**config.mk**
```make
export PLATFORM = sky130hd
export DESIGN_NAME = tofi2c_target
export DESIGN_NICKNAME = d
export VERILOG_FILES = /design/src/rtl/tofi2c_pkg.sv /design/src/rtl/tofi2c_target.sv /design/src/rtl/tofi2c_sync.sv
export SDC_FILE = /design/constraint.sdc
export NUM_CORES = 1
export LEC_CHECK = 0
export ABC_AREA = 0
export BUFFER_PORTS_ARGS = -buffer_cell sky130_fd_sc_hd__buf_2
export CORE_MARGIN = 2
export CORE_UTILIZATION = 60
export DETAILED_ROUTE_END_ITERATION = 16
export PLACE_DENSITY_LB_ADDON = 0.2
export SLEW_MARGIN = 20
export SYNTH_ARGS = -nofsm -noshare
export SYNTH_HDL_FRONTEND = slang
export SYNTH_SLANG_ARGS = --single-unit
```
**constraint.sdc**
```tcl
create_clock -name sys_clk -period 4.9 [get_ports sys_clk]
set_input_delay 0.98 -clock sys_clk [delete_from_list [all_inputs] [get_ports sys_clk]]
set_output_delay 0.98 -clock sys_clk [all_outputs]
set_load 0.01 [all_outputs]
```
**src/rtl/tofi2c_pkg.sv**
```systemverilog
package tofi2c_pkg;

  // bus framing
  localparam int DATA_W = 8;
  localparam int INDEX_W = 16;
  localparam logic [3:0] BYTE_BITS = 4'h8;
  localparam logic [3:0] LAST_BIT = 4'h7;
  localparam logic [3:0] BIT_ONE = 4'h1;
  localparam logic [3:0] BIT_ZERO = 4'h0;

  // own address, upper seven bits of the address byte
  localparam logic [6:0] TARGET_ADDR7 = 7'h29;
  localparam logic RW_READ = 1'b1;

  // index handling
  localparam logic [15:0] INDEX_RST = 16'h0000;
  localparam logic [15:0] INDEX_STEP = 16'h0001;
  localparam logic [7:0] DATA_RST = 8'h00;

  // position of the byte within a write message
  localparam logic [1:0] PH_ADDR = 2'h0;
  localparam logic [1:0] PH_IDXH = 2'h1;
  localparam logic [1:0] PH_IDXL = 2'h2;
  localparam logic [1:0] PH_DATA = 2'h3;

  // link state, one-hot
  typedef enum logic [4:0] {
    TOFI2C_IDLE = 5'h01,
    TOFI2C_RX = 5'h02,
    TOFI2C_RXACK = 5'h04,
    TOFI2C_TX = 5'h08,
    TOFI2C_TXACK = 5'h10
  } tofi2c_state_t;

endpackage : tofi2c_pkg

```
**src/rtl/tofi2c_target.sv**
```systemverilog
// Notes on behaviour
// - lines only pulled low, never driven high
// - idle bus rests high, both released
// - eight-bit bytes, each followed by acknowledge
// - sample on clock rise, stable while high
// - data fall/rise with clock high: start/stop
// - answer only address byte 0x52/0x53
// - address lsb zero write, one read
// - acknowledge own address, keep direction bit
// - write bytes two and three: 16-bit index
// - shift in data, acknowledge, store at index
// - read loads register at index, sends it
// - read data changes on clock fall
// - receiver acknowledges each byte but the last read byte
// - index advances by one per data byte
// - retention idle keeps contents, ignores bus
// - enable pin low ignores bus traffic
// - select pin low selects; pulse resets port
`timescale 1ns/1ps
`default_nettype none

module tofi2c_target
  import tofi2c_pkg::*;
(
  // clock and reset
  input wire logic sys_clk,
  input wire logic arst_n,
  // two-wire pins
  input wire logic scl_i,
  input wire logic sda_i,
  output logic sda_o,
  output logic sda_oe_n,
  // mode pins
  input wire logic comm_enable_pin,
  input wire logic if_select_pin,
  // register space write side
  output logic wr_en,
  output logic [tofi2c_pkg::INDEX_W-1:0] wr_index,
  output logic [tofi2c_pkg::DATA_W-1:0] wr_data,
  // register space read side
  output logic [tofi2c_pkg::INDEX_W-1:0] rd_index,
  output logic rd_strobe,
  input wire logic [tofi2c_pkg::DATA_W-1:0] rd_data
);
  import tofi2c_pkg::*;

  logic scl_s;
  logic sda_s;
  logic cen_s;
  logic sel_s;

  // the clock is sampled like the data and mode pins; it is never driven from here
  tofi2c_sync #(.RST_VAL(1'b1)) u_sync_scl (
    .sys_clk(sys_clk),
    .arst_n(arst_n),
    .pin_i(scl_i),
    .level_o(scl_s)
  );

  tofi2c_sync #(.RST_VAL(1'b1)) u_sync_sda (
    .sys_clk(sys_clk),
    .arst_n(arst_n),
    .pin_i(sda_i),
    .level_o(sda_s)
  );

  tofi2c_sync #(.RST_VAL(1'b1)) u_sync_cen (
    .sys_clk(sys_clk),
    .arst_n(arst_n),
    .pin_i(comm_enable_pin),
    .level_o(cen_s)
  );

  tofi2c_sync #(.RST_VAL(1'b0)) u_sync_sel (
    .sys_clk(sys_clk),
    .arst_n(arst_n),
    .pin_i(if_select_pin),
    .level_o(sel_s)
  );

  logic scl_p_q;
  logic sda_p_q;
  logic scl_rise;
  logic scl_fall;
  logic start_cond;
  logic stop_cond;
  logic addr_match;

  assign scl_rise = scl_s & ~scl_p_q;
  assign scl_fall = ~scl_s & scl_p_q;
  assign start_cond = scl_s & scl_p_q & sda_p_q & ~sda_s;
  assign stop_cond = scl_s & scl_p_q & ~sda_p_q & sda_s;

  tofi2c_state_t st_q;
  tofi2c_state_t st_d;
  logic [3:0] bit_q;
  logic [3:0] bit_d;
  logic [7:0] sh_q;
  logic [7:0] sh_d;
  logic [1:0] ph_q;
  logic [1:0] ph_d;
  logic rw_q;
  logic rw_d;
  logic mack_q;
  logic mack_d;
  logic drv_q;
  logic drv_d;
  logic [15:0] idx_q;
  logic [15:0] idx_d;
  logic wr_en_q;
  logic wr_en_d;
  logic [15:0] wr_idx_q;
  logic [15:0] wr_idx_d;
  logic [7:0] wr_dat_q;
  logic [7:0] wr_dat_d;
  logic rd_stb_q;
  logic rd_stb_d;

  assign addr_match = (sh_q[7:1] == TARGET_ADDR7);

  always_comb
  begin
    st_d = st_q;
    bit_d = bit_q;
    sh_d = sh_q;
    ph_d = ph_q;
    rw_d = rw_q;
    mack_d = mack_q;
    drv_d = drv_q;
    idx_d = idx_q;
    wr_en_d = 1'b0;
    wr_idx_d = wr_idx_q;
    wr_dat_d = wr_dat_q;
    rd_stb_d = 1'b0;
    if (sel_s)
    begin
      // port reset while select is high
      st_d = TOFI2C_IDLE;
      bit_d = BIT_ZERO;
      sh_d = DATA_RST;
      ph_d = PH_ADDR;
      rw_d = 1'b0;
      mack_d = 1'b0;
      drv_d = 1'b0;
      idx_d = INDEX_RST;
    end
    else if (!cen_s)
    begin
      // bus ignored, contents kept
      st_d = TOFI2C_IDLE;
      drv_d = 1'b0;
    end
    else if (start_cond)
    begin
      // start or repeated start, index kept
      st_d = TOFI2C_RX;
      ph_d = PH_ADDR;
      bit_d = BIT_ZERO;
      drv_d = 1'b0;
    end
    else if (stop_cond)
    begin
      st_d = TOFI2C_IDLE;
      drv_d = 1'b0;
    end
    else
    begin
      case (st_q)
        TOFI2C_IDLE:
        begin
          drv_d = 1'b0;
        end
        TOFI2C_RX:
        begin
          if (scl_rise && bit_q != BYTE_BITS)
          begin
            sh_d = {sh_q[6:0], sda_s};
            bit_d = bit_q + BIT_ONE;
          end
          else if (scl_fall && bit_q == BYTE_BITS)
          begin
            // end of byte, acknowledge in next clock
            st_d = TOFI2C_RXACK;
            drv_d = 1'b1;
            case (ph_q)
              PH_ADDR:
              begin
                if (addr_match)
                begin
                  rw_d = sh_q[0];
                end
                else
                begin
                  st_d = TOFI2C_IDLE;
                  drv_d = 1'b0;
                end
              end
              PH_IDXH: idx_d = {sh_q, idx_q[7:0]};
              PH_IDXL: idx_d = {idx_q[15:8], sh_q};
              default:
              begin
                // store and advance, no index resent
                wr_en_d = 1'b1;
                wr_idx_d = idx_q;
                wr_dat_d = sh_q;
                idx_d = idx_q + INDEX_STEP;
              end
            endcase
          end
        end
        TOFI2C_RXACK:
        begin
          if (scl_fall)
          begin
            bit_d = BIT_ZERO;
            if (ph_q == PH_ADDR && rw_q == RW_READ)
            begin
              // first read byte follows the address byte
              st_d = TOFI2C_TX;
              sh_d = rd_data;
              drv_d = ~rd_data[7];
              rd_stb_d = 1'b1;
            end
            else
            begin
              st_d = TOFI2C_RX;
              drv_d = 1'b0;
              if (ph_q != PH_DATA)
              begin
                ph_d = ph_q + 2'h1;
              end
            end
          end
        end
        TOFI2C_TX:
        begin
          if (scl_fall)
          begin
            if (bit_q == LAST_BIT)
            begin
              // byte sent, release for the controller's acknowledge
              st_d = TOFI2C_TXACK;
              drv_d = 1'b0;
              idx_d = idx_q + INDEX_STEP;
            end
            else
            begin
              sh_d = {sh_q[6:0], 1'b0};
              drv_d = ~sh_q[6];
              bit_d = bit_q + BIT_ONE;
            end
          end
        end
        TOFI2C_TXACK:
        begin
          if (scl_rise)
          begin
            mack_d = ~sda_s;
          end
          else if (scl_fall)
          begin
            bit_d = BIT_ZERO;
            if (mack_q)
            begin
              st_d = TOFI2C_TX;
              sh_d = rd_data;
              drv_d = ~rd_data[7];
              rd_stb_d = 1'b1;
            end
            else
            begin
              st_d = TOFI2C_IDLE;
            end
          end
        end
        default:
        begin
          st_d = TOFI2C_IDLE;
          drv_d = 1'b0;
        end
      endcase
    end
  end

  always_ff @(posedge sys_clk or negedge arst_n)
  begin
    if (!arst_n)
    begin
      scl_p_q <= 1'b1;
      sda_p_q <= 1'b1;
      st_q <= TOFI2C_IDLE;
      bit_q <= BIT_ZERO;
      sh_q <= DATA_RST;
      ph_q <= PH_ADDR;
      rw_q <= 1'b0;
      mack_q <= 1'b0;
      drv_q <= 1'b0;
      idx_q <= INDEX_RST;
      wr_en_q <= 1'b0;
      wr_idx_q <= INDEX_RST;
      wr_dat_q <= DATA_RST;
      rd_stb_q <= 1'b0;
    end
    else
    begin
      scl_p_q <= scl_s;
      sda_p_q <= sda_s;
      st_q <= st_d;
      bit_q <= bit_d;
      sh_q <= sh_d;
      ph_q <= ph_d;
      rw_q <= rw_d;
      mack_q <= mack_d;
      drv_q <= drv_d;
      idx_q <= idx_d;
      wr_en_q <= wr_en_d;
      wr_idx_q <= wr_idx_d;
      wr_dat_q <= wr_dat_d;
      rd_stb_q <= rd_stb_d;
    end
  end

  // open drain: output low, enable low only while pulling
  assign sda_o = 1'b0;
  assign sda_oe_n = ~drv_q;
  assign wr_en = wr_en_q;
  assign wr_index = wr_idx_q;
  assign wr_data = wr_dat_q;
  assign rd_index = idx_q;
  assign rd_strobe = rd_stb_q;

  logic quiet;
  assign quiet = cen_s & ~sel_s & ~start_cond & ~stop_cond;
endmodule // tofi2c_target

`default_nettype wire

```
**src/rtl/tofi2c_sync.sv**
```systemverilog
`timescale 1ns/1ps
`default_nettype none

// three-stage input sampler; output follows once stages two and three agree
module tofi2c_sync #(
  parameter logic RST_VAL = 1'b1
) (
  // clock and reset
  input wire logic sys_clk,
  input wire logic arst_n,
  // pin side
  input wire logic pin_i,
  // clock domain side
  output logic level_o
);

  logic s1_q;
  logic s2_q;
  logic s3_q;
  logic lvl_q;
  logic lvl_d;

  always_comb
  begin
    lvl_d = lvl_q;
    if (s2_q == s3_q)
    begin
      lvl_d = s3_q;
    end
  end

  always_ff @(posedge sys_clk or negedge arst_n)
  begin
    if (!arst_n)
    begin
      s1_q <= RST_VAL;
      s2_q <= RST_VAL;
      s3_q <= RST_VAL;
      lvl_q <= RST_VAL;
    end
    else
    begin
      s1_q <= pin_i;
      s2_q <= s1_q;
      s3_q <= s2_q;
      lvl_q <= lvl_d;
    end
  end

  assign level_o = lvl_q;

endmodule // tofi2c_sync

`default_nettype wire

```
---- Yosys cells after proc, flatten, opt, wreduce, memory -nomap -nowiden ----
Cells that the tools add are included.
operators by class
  add/subtract/negate cells ............... 3
  eq/ne operators ......................... 48
  multiplexer cells ....................... 106
  bitwise gates (word level) .............. 19
  reduce and logical (&&, ||, !) cells .... 28
operators with widths
  operator               count
  $mux 16                8
  $mux 8                 12
  $mux 5                 11
  $ne 3x2->1 const B     16
  $ne 6x5->1 const B     8
  $pmux 16 s3            1
  $mux 1                 47
  $mux 4                 11
  $pmux 16 s2            1
  $pmux 8 s4             1
  $pmux 5 s5             1
  $reduce_and 8->1       3
  $reduce_and 10->1      2
  $add 16x1->16 const B  1
  $mux 2                 8
  $ne 4x3->1 const B     4
  $pmux 4 s4             1
  $reduce_and 7->1       2
  $reduce_bool 2->1      7
  $not 1->1              12
  $reduce_and 12->1      1
  $reduce_bool 3->1      4
  $and 1x1->1            7
  $eq 7x6->1 const B     1
  26 further kinds       34
storage, ports and cells
  bits in registers ....................... 82
  input port bits ......................... 14
  output and inout bits ................... 44
  word-level logic and storage cells ...... 235

---- Logic depth before layout (Yosys ltp) ----
Gate-level depths: netlist of run 1.
  word-level depth ........................ 10
  mapped depth ............................ 9
  depth with buffers taken out ............ 7

---- Hierarchy ----
From an unflattened synthesis of run 1, not the netlist that was laid out.
unflattened totals
  cells, all modules ...................... 413
  area total of the unflattened synthesis .. 4290.4 um2
modules (own cells, without submodules)
  module                         instances  cells an instance  area an instance (um2)  sequential area each (um2)
  tofi2c_target                  1          393                3829.9                  1655.3
  tofi2c_sync at u_sync_cen ...  3          5                  116.4                   105.1
  tofi2c_sync at u_sync_sel      1          5                  111.4                   100.1

---- Worst setup path after synthesis of run 1 ----
OpenSTA, ideal clock, no wires.
  path kind ............................... reg-to-reg
  from .................................... register st_q[0]
  to ...................................... register idx_q[10], in the netlist rd_index[10]
  library setup time ...................... 0.139 ns
  data arrival time ....................... 2.103 ns
  required time ........................... 4.761 ns
  slack ................................... 2.658 ns
  cell stages (with the launch flop) ...... 8
  clock period less this slack ............ 2.242 ns
  cell sequence ........................... dfstp_2 -> buf_6 -> or4_4 -> or3_4 -> o31a_4 -> clkbuf_1 -> o311ai_0 -> o31ai_1
between the ends
  word-level cells in the longest chain between the ends .. 6
  elaborated cells on any way between the ends .. 15
  those cells by class .................... eq/ne (8); mux (5); reduce/logical (2)
ends and longest elaborated chain
  item                                      line                  RTL
  start: declaration                        tofi2c_target.sv:94   tofi2c_state_t st_q;
  start signal: assignment                  tofi2c_target.sv:308  st_q <= st_d;
  $eq 5x4->1 or $eq 5x2->1 (tied branches)  tofi2c_target.sv:168  case (st_q)
  $pmux 16 s2                               tofi2c_target.sv:168
  $mux 16                                   tofi2c_target.sv:161  else if (stop_cond)
  $mux 16                                   tofi2c_target.sv:153  else if (start_cond)
  $mux 16                                   tofi2c_target.sv:147  else if (!cen_s)
  $mux 16                                   tofi2c_target.sv:135  if (sel_s)
  end signal: assignment                    tofi2c_target.sv:315  idx_q <= idx_d;
  end: declaration                          tofi2c_target.sv:108  logic [15:0] idx_q;
Several ways; a longest one is shown, not always the timed one. The select of a mux whose other input is x is not followed.
A chain may end at the register's enable or synchronous reset.

---- Worst setup path in the final report of run 1 ----
  from .................................... register st_q[2]
  to ...................................... register idx_q[1], in the netlist rd_index[1]
Same word-level chain as after synthesis.

==> summary.md, run 1 <==
| Metric | Value |
|---|---|
| Status | finished, final reports clean |
| CTS Root Cell | clkbuf_8 |
| Crit Path Category | register to register |
| Post-CTS Resized | 0 |
| Cell area after synthesis | roughly 0.0045 mm2 |
| Xor/xnor share of the synthesized area | 0.983% |
| Clock Skew | 0.0194 ns |
| Clock slew at reported path FFs | 0.09 ns |
| CTS tree | yes |
| Router iterations before antenna repair | 5 |
| Ys async rst share | 100% |
| Gr ovfl total | 0 |
| Slew Viols, Final | 0 |
| Comb power frac | 6.5% |
| Worst skew pair latency | between 0.3 and 0.4 ns |
| Chip height | 90.2 um |
| Seq/Total Area, Yosys | roughly 47% |
| Largest family of logic cells by synthesized area | compound AO/OA/AOI/OAI gates |
| Vias per inst | 6.54 |
| Worst setup EP type | register |
| Reg power frac | roughly 52% |
| Slowest stage delay, CP | ~0.63 ns |
| CP max stage cell | or4_4 |
| Initial core utilization | 61.7% |
| Mux contribution to synthesized area | under 10% |
| Critical path arrival | between 2 and 3 ns |
| Internal Power | just over 1 mW |
| Grt met3 use | a little under 6% |
| Switch share | about a quarter |
| Setup TNS Final | 0 ns |
| Iter 0 DRT Violations | about 330 |
| Leakage | ~2.2 nW |
| Synth top area share | between 30% and 40% |
| CP Launch Type | register |
| R2R Setup Slk | approximately 2.2 ns |
| Core Region | roughly 0.007 mm2 |
| Clk pwr share | 41.7% |
| Most frequent cells in the layout | dfrtp_1, buf_2, nand2_1, mux2_2 |
| Area after DPL | roughly 0.0047 mm2 |
| Met1 GRT Util | ~38% |
| TritonCTS Buffers | 9 |
| Hold Fails Final Rpt | 0 |
| CTS max path bufs | 2 |
| Main area contributors after synthesis | dfrtp_1, dfstp_2, mux2_2, nand2_1, a21oi_1 |
| Part of the cycle the worst path needs | 55.3% |
| WL final | around 11000 um |
| GRT Util Overall | 28.2% |
| PnR worst setup slack | ~2.2 ns |
| Syn_area_per_cell | approximately 10 um2 |
| Post-CTS Hold Fix Bufs | 0 |
| Fmax | between 300 and 400 MHz |
| DRC viols | 0 |
| Global Route met2 Usage | between 40 and 50% |
| Global-route wire length before repair | around 18000 um |
| Main flop type after synthesis | dfrtp_1 |
| Largest net degree at the start of global routing | 83 |
| Pwr Density | between 200 and 300 mW/mm2 |
| Final Cell Area | roughly 0.005 mm2 |
| Distinct cell type count after synthesis | 71 |
| Commonest non-fill, non-tap cell in the layout | dfrtp_1 |
| EDFF count, synth | 0 |
| Ports | 58 |
| Synthesized Nets | between 400 and 500 |
| Gr busiest metal | met2 |
| Clock sink count | a little over 80 |
| #FFs+latches synth | around 80 |
| Post-synthesis simple-gate area fraction | between 10% and 20% |
| GPL Wtd Cong | roughly 0.91 |
| Drt wl/cell | approximately 19 um |
| Vias in the first global route | 3684 |
| Htree depth | 3 |
| Leading area contributor after synthesis | dfrtp_1 |
| Area growth from synthesis to layout | 11.9% |
| RSZ-0062 raised after global routing | no |
| Setup violations, final | 0 |
| Pre-CTS WS | 2.26 ns |
| Chip width | about 90 um |
| Setup Buffers After CTS | 0 |
| MaxCap Viol Count | 0 |
| Core Util, Final | just under 70% |
| CP bufs+invs | 0 |
| Slew @ Worst Pin | between 1 and 1.5 ns |
| NumNets Final | 496 |
| Via Count | around 3.8k |
| Initial antenna violation count | 0 |
| CP Cell Sequence | or4_4 > nor2_1 > a221o_1 > or2_0 > a211oi_1 |
| Tightest Hold Check Type | register to register |
| Ys Warns | 0 |
| Die ar. | roughly 0.008 mm2 |
| Post-Synth Adder-Cell Area | 2.87% |
| Layout cell share with drive strength beyond 1 | between 20% and 30% |
| ANT nets after route | 0 |
| Row cnt | 31 |
| Syn Inst Count | 433 |
| P_sw | approximately 0.33 mW |
| Min Tclk post-route | 2.71 ns |
| Slew HR | between 20 and 30% |
| CP top delay family | simple AND/OR/NAND/NOR gates |
| Synth Area in Compound Gates | 19.8% |
| Crit path max fanout | 14 |
| Peak supply drop | roughly 0.15 mV |
| Antenna Cells | 0 |
| Hpwl dp | approximately 7400 um |
| I/O Buffers | 56 |
| Worst path required time | a little over 5 ns |
layout make-up:
type                    count  area (um2)
flip-flops and latches     82        2070
repair buffers             61         324
inverters                  17        63.8
fillers                   586        2230
well taps                  99         124
clock buffers              11         151
multi-input cells         304        2170
clock inverters             5        83.8
power by group through the flow:
stage	Combinational [mW]	Clock, mW	Sequential, mW
2_1_floorplan	0.0586	0	0.712
3_5_place_dp	0.0877	0	0.718
5_1_grt	0.100	0.602	0.708
4_1_cts	0.0881	0.576	0.705
6_report	0.0892	0.569	0.706
3_3_place_gp	0.0875	0	0.718
state kept, by name, indices dropped and copies added (netlist names), 2 cells and up:
signal    cells
wr_index     16
ph_q          2
rd_index     16
st_q          5
sh_q          8
wr_data       8
bit_q         4
logic make-up after synthesis:
family                   Yosys count
flip-flops                        82
other                              1
adder cells (fa/ha/maj)           11
AO/OA/AOI/OAI                    115
buffers and inverters             47
AND/OR/NAND/NOR                  143
XOR/XNOR                           5
multiplexers                      29
Yosys cell counts, types with 5 or more instances:
library cell and number:
clkbuf_1 20, and2_1 5, nand2b_1 6, a311oi_1 7, nand4_1 5, nand3_1 21, dfrtp_1 67, nor2b_1 5
nor3_1 10, nor2_1 19, dfstp_2 15, ha_1 7, o21ai_0 5, a31oi_1 11, o31ai_1 10, nand2_1 31
nor4_1 8, inv_1 17, o22ai_1 6, a21oi_1 21, a211oi_1 8, o311ai_0 11, mux2_2 25
layer usage:
metal  part of all wire [%]  routed length, um
met2                     46               5060
met4                    2.9                314
met5                      0                  0
met3                    7.5                819
met1                     43               4730
metrics by stage:
| step | hold WS, ns | cells | power [mW] |
|---|---|---|---|
| after floorplan | 0.331 | 433 | 0.770 |
| after global placement | 0.335 | 563 | 0.805 |
| after detailed placement | 0.347 | 563 | 0.806 |
| after CTS | 0.347 | 579 | 1.37 |
| after global routing | 0.359 | 579 | 1.41 |
| final | 0.345 | 579 | 1.36 |
worst paths after layout:
kind / start / endpoint / depth (start not counted)
worst min-delay path: u_sync_scl.s2_q / u_sync_scl.s3_q / 0
worst max register to register: st_q[2] / rd_index[1] / 5
min in group asynchronous: arst_n / u_sync_sel.level_o / 1
worst max-delay path: st_q[2] / rd_index[1] / 5
worst min register to register: u_sync_scl.s2_q / u_sync_scl.s3_q / 0
max in group asynchronous: arst_n / rd_index[14] / 1
Power figures use the tool's default switching activity.
==> run 2, diff against run 1 <==
Settings changed: CORE_UTILIZATION 60 to 58.
Clock period 4.9 ns to 2.51 ns, I/O delays scaled along.
==> run 2 against run 1 <==
- final cell count is 3.3% higher
- global-route usage is 1.0 points lower
- sequential share of layout area is 1.1 points lower
- critical path type unchanged
==> summary.md, run 2 (synthesis gave the netlist of run 1 again) <==
| Metric | Value |
|---|---|
| Initial core utilization | 60.7% |
| Via Count | approximately 3.8k |
| Crit path max fanout | 19 |
| Hpwl dp | between 7000 and 8000 um |
| Crit Path Category | register to register |
| P_sw | about 0.65 mW |
| Gr ovfl total | 0 |
| CTS Root Cell | clkbuf_8 |
| Critical path arrival | ~2.6 ns |
| Final Cell Area | slightly above 0.005 mm2 |
| TritonCTS Buffers | 9 |
| Vias in the first global route | 3610 |
| NumNets Final | roughly 520 |
| Area of the multi-input gates | approximately 0.0022 mm2 |
| CP Launch Type | register |
| Clock slew at reported path FFs | approximately 0.090 ns |
| Most frequent cells in the layout | dfrtp_1, buf_2, nand2_1, mux2_2, buf_4 |
| Worst path required time | around 2.8 ns |
| Slew HR | approximately 55% |
| GRT Util Overall | about 27% |
| Tightest Hold Check Type | input pin to asynchronous set/reset pin |
| Post-CTS Hold Fix Bufs | 0 |
| Area growth from synthesis to layout | 15.1% |
| Peak supply drop | roughly 0.56 mV |
| Fill cells | approximately 570 |
| Min Tclk post-route | between 2 and 2.5 ns |
| CTS max path bufs | 2 |
| Fmax | about 420 MHz |
| GPL Wtd Cong | slightly above 0.9 |
| Router iterations before antenna repair | 5 |
| Reg power frac | between 50 and 60% |
| Largest net degree at the start of global routing | between 40 and 50 |
| Status | finished, final reports clean |
| I/O Buffers | 56 |
| Hold Fails Final Rpt | 0 |
| Clk pwr share | approximately 39% |
| Ports | 58 |
| Drt wl/cell | 18.1 um |
| ANT nets after route | 0 |
| Initial antenna violation count | 0 |
| Slew Viols, Final | 0 |
| Worst setup EP type | register |
| Part of the cycle the worst path needs | between 90% and 100% |
| CTS tree | yes |
| Layout cell share with drive strength beyond 1 | between 20% and 30% |
| Iter 0 DRT Violations | just under 300 |
| MaxCap Viol Count | 0 |
| Slew @ Worst Pin | between 0.6 and 0.7 ns |
| Clock sink count | slightly above 80 |
| Leakage | between 2 and 2.5 nW |
| DRC viols | 0 |
| Htree depth | 3 |
| Commonest non-fill, non-tap cell in the layout | dfrtp_1 |
| Worst skew pair latency | 0.35 ns |
| Pwr Density | about 500 mW/mm2 |
| Core Region | about 0.0073 mm2 |
| Antenna Cells | 0 |
| Row cnt | 31 |
| Die ar. | approximately 0.0084 mm2 |
| RSZ-0062 raised after global routing | no |
| Chip width | just over 90 um |
| Clock Skew | 0.00981 ns |
| Vias per inst | ~6.4 |
| Area after DPL | between 0.004 and 0.005 mm2 |
| Internal Power | 1.91 mW |
| WL final | around 11000 um |
| Chip height | slightly above 90 um |
| Setup violations, final | 0 |
| Switch share | about a quarter |
| Comb power frac | under 10% |
| Flip-flop and latch area | between 0.002 and 0.0025 mm2 |
| Setup TNS Final | 0 ns |
| Global-route wire length before repair | roughly 18000 um |
-- run 2: through the flow --
stage	instances	total power, mW	hold slack, ns	setup WS [ns]	utilization (%)
4_1_cts	595	2.58	0.152	0.112	69.5
5_1_grt	598	2.67	0.179	0.0179	69.9
2_1_floorplan	433	1.50	0.206	0.268	-
6_report	598	2.56	0.140	0.126	69.9
3_5_place_dp	579	1.59	0.340	0.140	66.7
3_3_place_gp	579	1.59	0.334	0.188	66.7
-- run 2: power groups by stage --
| stage | sequential (mW) | combinational, mW | clock, mW |
|---|---|---|---|
| after floorplan | 1.39 | 0.114 | 0 |
| after global placement | 1.40 | 0.192 | 0 |
| after detailed placement | 1.40 | 0.194 | 0 |
| after CTS | 1.37 | 0.195 | 1.02 |
| after global routing | 1.38 | 0.221 | 1.07 |
| final | 1.37 | 0.199 | 0.987 |
-- run 2: what timing repair did --
action,CTS,global route
setup endpoints to repair,0,19
setup buffers,0,3
gates resized for setup,0,5
hold endpoints to repair,0,0
-- run 2: area by class of cell --
class                   count  share of cell area [%]
clock buffers              11                    2.76
multi-input cells         304                    42.4
flip-flops and latches     82                    40.4
inverters                  17                    1.25
repair buffers             80                    9.52
well taps                  99                    2.42
clock inverters             5                    1.22
-- run 2: worst max-delay path, stage by stage (launching register included) --
cell	delay, ns
dfrtp_2	0.50
or4_4	0.47
or3_4	0.40
o31a_4	0.19
or2_1	0.37
o41ai_2	0.35
-- run 2: final timing paths --
path	start	endpoint	slack, ns	cells past startpoint
min in group sys_clk	comm_enable_pin	u_sync_cen.s1_q	0.24	1
setup reg to reg	st_q[1]	rd_index[12]	0.13	5
setup / recovery	st_q[1]	rd_index[12]	0.13	5
hold / removal	arst_n	wr_index[6]	0.14	1
hold reg to reg	u_sync_sel.s1_q	u_sync_sel.s2_q	0.36	0
max in group asynchronous	arst_n	u_sync_cen.s3_q	1.72	2
-- run 2: per-layer routing --
layer	up-vias	part of all wire (%)	global-route usage [%]
li1	1768	-	-
met1	1888	43	36.9
met2	164	48	43.2
met3	27	6.1	5.01
met4	0	2.8	11.0
met5	-	0	0
